[config.mk]
export PLATFORM = sky130hd
export DESIGN_NAME = mac_top
export DESIGN_NICKNAME = d
export VERILOG_FILES = /design/src/mac_xcap.v /design/src/mac_top.v
export VERILOG_INCLUDE_DIRS = /design/src /design/src/src
export SDC_FILE = /design/constraint.sdc
export NUM_CORES = 1
export LEC_CHECK = 0
export BUFFER_PORTS_ARGS = -buffer_cell sky130_fd_sc_hd__buf_2
export CAP_MARGIN = 25
export CORE_MARGIN = 3
export CORE_UTILIZATION = 30
export CTS_BUF_LIST = sky130_fd_sc_hd__clkbuf_16
export DETAILED_ROUTE_END_ITERATION = 8
export PLACE_DENSITY = 0.55
export SLEW_MARGIN = 20
export SYNTH_ARGS = -nofsm -noshare
export SYNTH_HDL_FRONTEND = slang
export SYNTH_SLANG_ARGS = --single-unit
[constraint.sdc]
create_clock -name mclk -period 3.5 [get_ports mclk]
set_clock_uncertainty 0.2 [all_clocks]
set_input_delay 0.35 -clock mclk [delete_from_list [all_inputs] [get_ports mclk]]
set_output_delay 0.35 -clock mclk [all_outputs]
set_load 0.01 [all_outputs]
[src/mac_consts.vh]
/*
 * constants of the meter access and capture block: timing, service codes,
 * user input functions, access results and display states.
 * assumes it is included by bare name from the design files.
 */
`ifndef MAC_CONSTS_VH
`define MAC_CONSTS_VH

`define MAC_CLK_HZ        100000000
`define MAC_CAL_HOLD_S    2
`define MAC_CAL_BUSY_S    15
`define MAC_SCROLL_S      4
`define MAC_RESMSG_S      2
`define MAC_DELAY_MAX     14'h270f

`define MAC_SVC_RES       7'h55
`define MAC_SVC_FACTORY   7'h42
`define MAC_SVC_CAL       7'h30
`define MAC_CODE_MASTER   10'h0de
`define MAC_CODE_QUICK_HI 10'h063
`define MAC_CODE_MAX      10'h3e7

`define MAC_UFN_NONE      4'h0
`define MAC_UFN_PLOC      4'h1
`define MAC_UFN_RESET     4'h2
`define MAC_UFN_HOLD      4'h3
`define MAC_UFN_PRST      4'h7

`define MAC_ASN_PEAK      2'h1
`define MAC_ASN_VALLEY    2'h2
`define MAC_ASN_BOTH      2'h3

`define MAC_PROG_NONE     2'h0
`define MAC_PROG_QUICK    2'h1
`define MAC_PROG_ACCESS   2'h2
`define MAC_PROG_FULL     2'h3

`define MAC_SV_IDLE       3'h0
`define MAC_SV_RESMSG     3'h1
`define MAC_SV_PROMPT     3'h2
`define MAC_SV_CALPROMPT  3'h3
`define MAC_SV_CALBUSY    3'h4

`define MAC_SP_IDLE       2'h0
`define MAC_SP_CHOICE     2'h1
`define MAC_SP_EDIT       2'h2

`define MAC_INT_MIN       3'h1
`define MAC_INT_MAX       3'h5
`define MAC_INT_RESET     3'h3

`endif

[src/mac_xcap.v]
/*
 * one extreme-value capture channel: holds the stored peak or valley and
 * replaces it once the display has stayed beyond it for the delay.
 * assumes tick is a one-cycle pulse once per second on mclk.
 */
`timescale 1ns/100ps
`include "mac_consts.vh"
module mac_xcap #(
  parameter DW   = 17,
  parameter HIGH = 1
) (
  input  wire                 mclk,
  input  wire                 rstn,
  input  wire                 tick,
  input  wire                 enable,
  input  wire signed [DW-1:0] disp,
  input  wire        [13:0]   delay,
  input  wire                 reset_now,
  output reg  signed [DW-1:0] stored
);
  localparam signed [DW-1:0] START = HIGH ? {1'b1, {(DW-1){1'b0}}} : {1'b0, {(DW-1){1'b1}}};
  reg  [13:0] secs;
  wire        beyond = HIGH ? (disp > stored) : (disp < stored);

  always @(posedge mclk or negedge rstn) begin
    if (!rstn) begin
      stored <= START;
      secs   <= 14'h0000;
    end else if (reset_now) begin
      stored <= disp;
      secs   <= 14'h0000;
    end else if (!enable || !beyond) begin
      secs <= 14'h0000;
    end else if (secs >= delay) begin
      stored <= disp;                              // see R1
      secs   <= 14'h0000;
    end else if (tick) begin
      secs <= secs + 14'h0001;
    end
  end
endmodule

[src/mac_top.v]
/*
 * control logic of a panel temperature meter: peak/valley capture, service
 * codes, calibration timing, display stepping and scrolling, intensity,
 * programming access and the setpoint menu.
 * assumes keys and the user input are raw pins (active high when pressed or
 * active); all other inputs come from logic on mclk, strobes last one cycle.
 */
//
// Summary of operation
// peak replaced only after display stays above it for the capture delay.
// valley replaced only after display stays below it for the delay.
// capture delay restarts whenever display stops exceeding the stored extreme.
// service code 85 toggles resistance display mode.
// power-up always starts in temperature display mode.
// service code 66 loads defaults, shows reset message, then prompt 00.
// both keys held at power-up load defaults and show reset message.
// at service prompt 48, advance key held 2 s enters calibration.
// each calibration acquisition shows busy for 15 s before next prompt.
// scrolling advances to next enabled display every 4 s.
// with display select enabled, each advance press steps the display; the code steps only outside programming (prog_mode MAC_PROG_NONE).
// intensity accepted from 1 to 5 and applied at once.
// nonzero code needs matching entry; zero without lock-out grants full access.
// codes 1-99 open quick programming before the access prompt.
// codes 100-999 go straight to the access prompt.
// active lock-out: code 0 blocks, 1-99 quick only; inactive grants full.
// code 222 at the access prompt always grants full programming.
// user input assignment acts only for reset, hold, print-and-reset.
// finishing a setpoint returns to choice prompt; no exits the menu.
// second setpoint disabled returns to choice prompt without parameters.
// four setpoint actions: high or low acting, balanced or unbalanced.
`timescale 1ns/100ps
`include "mac_consts.vh"
module mac_top #(
  parameter DW          = 17,
  parameter TICK_CYCLES = `MAC_CLK_HZ
) (
  input  wire                 mclk,
  input  wire                 rstn,
  input  wire                 key_adv,
  input  wire                 key_rst,
  input  wire                 key_prog,
  input  wire                 user_in,
  input  wire signed [DW-1:0] disp_value,
  input  wire                 peak_en,
  input  wire                 valley_en,
  input  wire        [13:0]   peak_delay,
  input  wire        [13:0]   valley_delay,
  input  wire        [3:0]    user_fn,
  input  wire        [1:0]    user_assign,
  input  wire                 svc_active,
  input  wire        [6:0]    svc_code,
  input  wire                 svc_enter,
  input  wire                 cal_acquire,
  input  wire                 cal_exit,
  input  wire        [2:0]    disp_mask,
  input  wire                 scroll_en,
  input  wire                 sel_en,
  input  wire        [2:0]    intensity_in,
  input  wire        [9:0]    security_code,
  input  wire        [9:0]    access_code,
  input  wire                 access_enter,
  input  wire                 quick_done,
  input  wire                 prog_exit,
  input  wire                 sp_menu,
  input  wire        [1:0]    sp_pick,
  input  wire                 sp_pick_go,
  input  wire                 sp_done,
  input  wire                 sp2_enable,
  input  wire        [1:0]    sp_action_in,
  output reg  signed [DW-1:0] peak_value_target,
  output reg  signed [DW-1:0] valley_value_target,
  output reg                  disp_hold,
  output reg                  res_mode,
  output reg                  factory_load,
  output reg         [2:0]    svc_state,
  output reg                  cal_next,
  output reg         [1:0]    disp_sel,
  output reg         [2:0]    intensity,
  output reg         [1:0]    prog_mode,
  output reg         [1:0]    sp_state,
  output reg         [1:0]    sp_current,
  output reg                  sp2_active,
  output reg         [1:0]    sp1_action,
  output reg         [1:0]    sp2_action
);
  localparam [1:0] high_act_balanced   = 2'h0;
  localparam [1:0] low_act_balanced    = 2'h1;
  localparam [1:0] high_act_unbalanced = 2'h2;
  localparam [1:0] low_act_unbalanced  = 2'h3;
  localparam [31:0] TICK_LAST = TICK_CYCLES - 1;

  // two-stage synchronisers, then one more stage for edge detection
  reg  [3:0] pin_s1;
  reg  [3:0] pin_s2;
  reg  [3:0] pin_d;
  wire adv   = pin_s2[0];
  wire rst_k = pin_s2[1];
  wire uin   = pin_s2[3];
  wire adv_p  = pin_s2[0] & ~pin_d[0];
  wire prog_p = pin_s2[2] & ~pin_d[2];
  wire uin_p  = pin_s2[3] & ~pin_d[3];

  always @(posedge mclk or negedge rstn) begin
    if (!rstn) begin
      pin_s1 <= 4'h0;
      pin_s2 <= 4'h0;
      pin_d  <= 4'h0;
    end else begin
      pin_s1 <= {user_in, key_prog, key_rst, key_adv};
      pin_s2 <= pin_s1;
      pin_d  <= pin_s2;
    end
  end

  // free-running one-second tick
  reg  [31:0] pre;
  reg         tick;
  always @(posedge mclk or negedge rstn) begin
    if (!rstn) begin
      pre  <= 32'h0000_0000;
      tick <= 1'b0;
    end else begin
      tick <= (pre == TICK_LAST);
      pre  <= (pre == TICK_LAST) ? 32'h0000_0000 : pre + 32'h0000_0001;
    end
  end

  // user input assignment is honoured only for reset-type and hold functions
  wire asn_live  = (user_fn == `MAC_UFN_RESET) | (user_fn == `MAC_UFN_HOLD) |
                   (user_fn == `MAC_UFN_PRST);
  wire ureset    = uin_p & ((user_fn == `MAC_UFN_RESET) | (user_fn == `MAC_UFN_PRST));
  wire rst_peak  = ureset & asn_live & user_assign[0];
  wire rst_vall  = ureset & asn_live & user_assign[1];
  wire lock_on   = (user_fn == `MAC_UFN_PLOC) & uin;
  wire lock_off  = (user_fn == `MAC_UFN_PLOC) & ~uin;

  wire signed [DW-1:0] peak_s;
  wire signed [DW-1:0] vall_s;

  mac_xcap #(.DW(DW), .HIGH(1)) u_peak (
    .mclk      (mclk),
    .rstn      (rstn),
    .tick      (tick),
    .enable    (peak_en),
    .disp      (disp_value),
    .delay     (peak_delay),
    .reset_now (rst_peak),
    .stored    (peak_s)
  );

  mac_xcap #(.DW(DW), .HIGH(0)) u_valley (
    .mclk      (mclk),
    .rstn      (rstn),
    .tick      (tick),
    .enable    (valley_en),
    .disp      (disp_value),
    .delay     (valley_delay),
    .reset_now (rst_vall),
    .stored    (vall_s)
  );

  always @(posedge mclk or negedge rstn) begin
    if (!rstn) begin
      peak_value_target   <= {DW{1'b0}};
      valley_value_target <= {DW{1'b0}};
      disp_hold           <= 1'b0;
    end else begin
      peak_value_target   <= peak_s;
      valley_value_target <= vall_s;
      disp_hold           <= (user_fn == `MAC_UFN_HOLD) & uin & (user_assign != 2'h0);
    end
  end

  // service code machine with its own second counter, restarted per state
  reg  [1:0]  boot;
  reg  [31:0] sv_cyc;
  reg  [4:0]  sv_sec;
  wire        sv_tick = (sv_cyc == TICK_LAST);
  reg         sv_new;

  always @(posedge mclk or negedge rstn) begin
    if (!rstn) begin
      boot         <= 2'h0;
      res_mode     <= 1'b0;
      factory_load <= 1'b0;
      svc_state    <= `MAC_SV_IDLE;
      cal_next     <= 1'b0;
      sv_cyc       <= 32'h0000_0000;
      sv_sec       <= 5'h00;
      sv_new       <= 1'b0;
    end else begin
      factory_load <= 1'b0;
      cal_next     <= 1'b0;
      sv_new       <= 1'b0;
      if (sv_new) begin
        sv_cyc <= 32'h0000_0000;
        sv_sec <= 5'h00;
      end else if (sv_tick) begin
        sv_cyc <= 32'h0000_0000;
        sv_sec <= sv_sec + 5'h01;
      end else begin
        sv_cyc <= sv_cyc + 32'h0000_0001;
      end
      if (boot != 2'h3)
        boot <= boot + 2'h1;
      if (boot == 2'h2 && adv && rst_k) begin
        factory_load <= 1'b1;
        svc_state    <= `MAC_SV_RESMSG;
        sv_new       <= 1'b1;
      end else begin
        case (svc_state)
          `MAC_SV_IDLE: begin
            if (svc_active) begin
              svc_state <= `MAC_SV_PROMPT;
              sv_new    <= 1'b1;
            end
          end
          `MAC_SV_RESMSG: begin
            if (sv_sec == `MAC_RESMSG_S)
              svc_state <= svc_active ? `MAC_SV_PROMPT : `MAC_SV_IDLE;
          end
          `MAC_SV_PROMPT: begin
            if (!svc_active) begin
              svc_state <= `MAC_SV_IDLE;
            end else if (svc_enter && svc_code == `MAC_SVC_RES) begin
              res_mode <= ~res_mode;
            end else if (svc_enter && svc_code == `MAC_SVC_FACTORY) begin
              factory_load <= 1'b1;
              svc_state    <= `MAC_SV_RESMSG;
              sv_new       <= 1'b1;
            end else if (svc_code != `MAC_SVC_CAL || !adv) begin
              sv_new <= 1'b1;
            end else if (sv_sec == `MAC_CAL_HOLD_S) begin
              svc_state <= `MAC_SV_CALPROMPT;
            end
          end
          `MAC_SV_CALPROMPT: begin
            if (cal_exit) begin
              svc_state <= `MAC_SV_PROMPT;
              sv_new    <= 1'b1;
            end else if (cal_acquire) begin
              svc_state <= `MAC_SV_CALBUSY;
              sv_new    <= 1'b1;
            end
          end
          `MAC_SV_CALBUSY: begin
            if (sv_sec == `MAC_CAL_BUSY_S) begin
              svc_state <= `MAC_SV_CALPROMPT;
              cal_next  <= 1'b1;
            end
          end
          default: svc_state <= `MAC_SV_IDLE;
        endcase
      end
    end
  end

  // display stepping: next enabled display after the current one
  reg  [2:0] sc_sec;
  reg  [1:0] nxt;
  always @* begin
    nxt = disp_sel;
    if (disp_mask[(disp_sel + 2'h1) % 3])
      nxt = (disp_sel == 2'h2) ? 2'h0 : disp_sel + 2'h1;
    else if (disp_mask[(disp_sel + 2'h2) % 3])
      nxt = (disp_sel == 2'h0) ? 2'h2 : disp_sel - 2'h1;
  end

  always @(posedge mclk or negedge rstn) begin
    if (!rstn) begin
      disp_sel  <= 2'h0;
      sc_sec    <= 3'h0;
      intensity <= `MAC_INT_RESET;
    end else begin
      if (!scroll_en) begin
        sc_sec <= 3'h0;
      end else if (tick) begin
        sc_sec <= (sc_sec == `MAC_SCROLL_S - 1) ? 3'h0 : sc_sec + 3'h1;
      end
      if (sel_en && adv_p && prog_mode == `MAC_PROG_NONE)
        disp_sel <= nxt;
      else if (scroll_en && tick && sc_sec == `MAC_SCROLL_S - 1)
        disp_sel <= nxt;
      if (intensity_in >= `MAC_INT_MIN && intensity_in <= `MAC_INT_MAX)
        intensity <= intensity_in;
    end
  end

  // programming access
  wire code_zero  = (security_code == 10'h000);
  wire code_quick = ~code_zero & (security_code <= `MAC_CODE_QUICK_HI);
  wire code_ok    = (access_code == `MAC_CODE_MASTER) |
                    (~code_zero & access_code == security_code);

  always @(posedge mclk or negedge rstn) begin
    if (!rstn) begin
      prog_mode <= `MAC_PROG_NONE;
    end else begin
      case (prog_mode)
        `MAC_PROG_NONE: begin
          if (prog_p) begin
            if (lock_off)
              prog_mode <= `MAC_PROG_FULL;
            else if (!lock_on)
              prog_mode <= code_zero ? `MAC_PROG_FULL :
                           code_quick ? `MAC_PROG_QUICK :
                           `MAC_PROG_ACCESS;
            else if (code_quick)
              prog_mode <= `MAC_PROG_QUICK;
            else if (!code_zero)
              prog_mode <= `MAC_PROG_ACCESS;
          end
        end
        `MAC_PROG_QUICK: begin
          if (prog_exit)
            prog_mode <= `MAC_PROG_NONE;
          else if (quick_done)
            prog_mode <= lock_on ? `MAC_PROG_NONE : `MAC_PROG_ACCESS;
        end
        `MAC_PROG_ACCESS: begin
          if (prog_exit)
            prog_mode <= `MAC_PROG_NONE;
          else if (access_enter)
            prog_mode <= code_ok ? `MAC_PROG_FULL : `MAC_PROG_NONE;    // see R13
        end
        `MAC_PROG_FULL: begin
          if (prog_exit)
            prog_mode <= `MAC_PROG_NONE;
        end
        default: prog_mode <= `MAC_PROG_NONE;
      endcase
    end
  end

  // setpoint menu
  always @(posedge mclk or negedge rstn) begin
    if (!rstn) begin
      sp_state   <= `MAC_SP_IDLE;
      sp_current <= 2'h0;
      sp2_active <= 1'b0;
      sp1_action <= high_act_balanced;
      sp2_action <= high_act_balanced;
    end else begin
      case (sp_state)
        `MAC_SP_IDLE: begin
          if (sp_menu && prog_mode == `MAC_PROG_FULL)
            sp_state <= `MAC_SP_CHOICE;
        end
        `MAC_SP_CHOICE: begin
          if (sp_pick_go) begin
            sp_current <= sp_pick;
            if (sp_pick == 2'h0) begin
              sp_state <= `MAC_SP_IDLE;
            end else if (sp_pick == 2'h2 && !sp2_enable) begin
              sp2_active <= 1'b0;
            end else begin
              sp2_active <= (sp_pick == 2'h2) | sp2_active;
              sp_state   <= `MAC_SP_EDIT;
            end
          end
        end
        `MAC_SP_EDIT: begin
          if (sp_done) begin
            if (sp_current == 2'h1)
              sp1_action <= sp_action_in;
            else
              sp2_action <= sp_action_in;
            sp_state <= `MAC_SP_CHOICE;
          end
        end
        default: sp_state <= `MAC_SP_IDLE;
      endcase
    end
  end
endmodule

==> flow_summary.json <==
{
  "status": "finished, final reports clean",
  "clk_pin_slew_ps": 60,
  "postLayoutCoreUtil_pct": 38.58,
  "cp-start-kind": "input port",
  "layout-drive-gt1-share_pct": 20.45,
  "yosysUniqueCellTypes": 61,
  "arrival_ps": 3260,
  "viasPerCell": 4.820,
  "crit_chain": "dlygate4sd3_1 > buf_2 > ha_1 > a21o_1 > a21o_1 > a2111oi_0 > o32ai_1 > a31oi_2 > buf_4 > mux2_2",
  "rsz0062_at_grt": "no",
  "regArea_sq_mm": 0.005179,
  "syn_to_final_growth_pct": 25.00,
  "muxShareOfSynthArea_pct": 3.146,
  "drt-total-wl_um": 26340,
  "place_congestion": 0.7801,
  "synth_nets": 1266,
  "setup_tns_ps": 0,
  "dp_hpwl_um": 19090,
  "global_route.overflow_total": 0,
  "route.detailed.drc": 0,
  "powerDensity_mw_per_mm2": 481.4,
  "cts_tree": "built",
  "crit_slowest_cell": "dlygate4sd3_1",
  "initial_core_util_pct": 30.86,
  "async_reset_ff_share_pct": 100.0,
  "min_path_type": "in2reg",
  "peakVddDrop_v": 0.0004591,
  "final_antenna_net_count": 0,
  "num_rows": 68,
  "pre_cts_ws_ps": 489.6,
  "met2_usage_pct": 23.61,
  "hold_viol": 0,
  "slew_violations": 0,
  "die_x_um": 195.9,
  "globalRouteMet3Util_pct": 2.112,
  "synth_fa_ha_area_share_pct": 8.789,
  "timing.slew.headroom_pct": 47.59,
  "end_kind": "register",
  "max_freq_ghz": 0.3293,
  "yosysMostFrequentCell": "dfrtp_1",
  "leakage_nw": 6.519,
  "cp.depth": 10,
  "cpMostUsedCell": "a21o_1",
  "setup_viol": 0,
  "synth_area_leader_cell": "dfrtp_1",
  "ctsHoldBuffers": 41,
  "cts_buffers": 25,
  "min_from": "sp_menu",
  "io_buffers": 165,
  "n_fill_cell": 3486,
  "die_area_sq_mm": 0.03838,
  "p_int_mw": 4.673,
  "worstPathRequired_ps": 3730,
  "synth_top_family_by_area": "simple AND/OR/NAND/NOR gates",
  "postCtsSetupBuffers": 0,
  "seq_area_frac_synth_pct": 47.87,
  "synth-edff-count": 0,
  "gr-usage-all-layers_pct": 13.54,
  "power_frac_comb_pct": 16.9,
  "cp_top_family": "compound AO/OA/AOI/OAI gates",
  "hold_path_end": "sp_state[0]$_DFFE_PN0P_",
  "multi_input_area_sq_mm": 0.005215,
  "post_drt_wl_per_cell_um": 14.79,
  "grtUsageMet1_pct": 17.61,
  "rrSetupSlack_ps": 520,
  "htree_levels": 1,
  "cts_sinks": 206,
  "seqPwrFrac_pct": 42.4,
  "path_class": "in2reg",
  "reg2reg_from": "u_valley.stored[6]$_DFFE_PN1P_",
  "rr_worst_depth": 9,
  "swShare_pct": 28.22,
  "cap_violations": 0,
  "ys.flop_type": "dfrtp_1",
  "reg2reg_to": "u_valley.stored[13]$_DFFE_PN1P_",
  "power.net_switching_mw": 1.837,
  "antenna_cells": 0,
  "syn_inst": 1081,
  "yosys.area_share.simple_pct": 18.12,
  "io_pins": 166,
  "dr.pass1.iters": 5,
  "path_max_fanout": 11,
  "grt_max_degree": 79,
  "clkPwrFrac_pct": 40.7,
  "hold_depth": 5,
  "grt_antenna_before_repair": 0,
  "synthXorXnorAreaFrac_pct": 7.852,
  "final.setup.worst_slack_ps": 462.8,
  "max_stage_delay_ps": 550,
  "finalCritPeriodShare_pct": 86.78,
  "avgSynthCellArea_sq_um": 10.01,
  "nets": 1492,
  "ys_warn_count": 0,
  "vias": 8579,
  "grt.busiest_layer": "met2",
  "period_needed_ps": 3037,
  "core_area_sq_mm": 0.03505,
  "cp_num_buf_inv": 3,
  "fin_hold_ws_ps": 65.14,
  "synth.top_cell.area_share_pct": 43.25,
  "clk_latency_ps": 540,
  "synth-compound-area-share_pct": 10.29,
  "max-clock-path-buffers": 3,
  "worstMarginPinSlew_ps": 778.9,
  "synth_top_cells_by_count": "187 x dfrtp_1, 117 x nor2_1, 97 x nand2_1",
  "ys_seq_elements": 206,
  "die_h_um": 195.9,
  "grt_pass1_vias": 8791,
  "grt_pass1_wl_um": 43860,
  "ctsResizeCount": 0,
  "netlist_area_sq_mm": 0.01082,
  "cts-root-buf": "clkbuf_16",
  "drt_first_iter_violations": 394,
  "synth_area_leaders": "dfrtp_1 43%, ha_1 8.8%, xor2_1 5.3%"
}
## worst register-to-register path, stage by stage, from the launching register on
cell and delay [ps]:
dfstp_2 540, inv_1 50, ha_1 290, a21o_1 180, a21o_1 160, a221o_1 370, a2111oi_4 460, o211a_1 330
buf_4 210, a211o_1 130
## layout by cell type, fill, tap and decap left out, drive strengths merged, types with 18 or more instances in the layout
cell type	count
inv	87
dfstp	19
dlygate4sd3	41
dfrtp	187
buf	182
mux2	24
a21oi	51
and3	23
a211o	18
nand4	30
clkbuf	25
nor2	117
xor2	66
o21ai	26
nand2	97
o31ai	18
xnor2	31
nand3	44
ha	76
## through the flow
stage	cell area (sq um)	total power, mW	std cells
2_1_floorplan	10820	3.409	1081
3_3_place_gp	12270	3.866	1694
3_5_place_dp	12270	3.883	1694
4_1_cts	13520	6.633	1780
5_1_grt	13520	6.881	1780
6_report	13520	6.510	1780
## layout make-up
| class | count | share of cell area [%] |
|---|---|---|
| Multi-Input combinational cell | 766 | 38.56 |
| Inverter | 85 | 2.359 |
| Clock buffer | 25 | 4.626 |
| Clock inverter | 20 | 1.610 |
| Timing Repair Buffer | 223 | 10.34 |
| Tap cell | 455 | 4.209 |
| Sequential cell | 206 | 38.29 |
## power groups by stage
stage / Combinational, mW / Sequential [mW] / Clock [mW]
2_1_floorplan: 0.586 / 2.82 / 0
3_3_place_gp: 1.06 / 2.80 / 0
3_5_place_dp: 1.08 / 2.80 / 0
4_1_cts: 1.12 / 2.76 / 2.75
5_1_grt: 1.25 / 2.79 / 2.84
6_report: 1.10 / 2.76 / 2.65
## how the worst max path moves through the flow
stage                                               from                         endpoint  slack [ps]
after floorplan           u_valley.stored[6]$_DFFE_PN1P_  u_valley.stored[10]$_DFFE_PN1P_         570
after global placement                     disp_value[2]     u_peak.stored[9]$_DFFE_PN0P_         510
after detailed placement                   disp_value[2]     u_peak.stored[9]$_DFFE_PN0P_         490
after CTS                                  disp_value[2]    u_peak.stored[11]$_DFFE_PN0P_         480
after global routing                       disp_value[2]     u_peak.stored[1]$_DFFE_PN0P_         310
final                                      disp_value[2]    u_peak.stored[11]$_DFFE_PN0P_         460
## metal layers
metal	part of all wire, %	vias up
li1	-	4234
met1	45	4121
met2	48	177
met3	4.2	47
met4	2.5	0
met5	0	-
## state kept, by name, indices dropped and copies added, names as in the netlist, 2 cells and up, named ones only
signal and count:
valley_value_target 17, sp2_action 2, sp1_action 2, prog_mode 2, sp_state 2, u_valley.stored 17, disp_sel 2, sp_current 2
pre 32, sc_sec 3, sv_sec 5, pin_d 3, peak_value_target 17, sv_cyc 32, u_peak.stored 17, u_peak.secs 14
boot 2, pin_s1 4, pin_s2 4, u_valley.secs 14, intensity 3, svc_state 3
## kinds of logic (layout without fill, tap and decap cells)
family,after synthesis,after routing
DFF,206,206
and+or+nand+nor,398,398
AOI/OAI and AO/OA,164,164
muxes,31,31
xor gates and xnor gates,97,97
adders and majority gates,76,76
buffers and inverters,109,353
(Power assumes the default switching activity.)
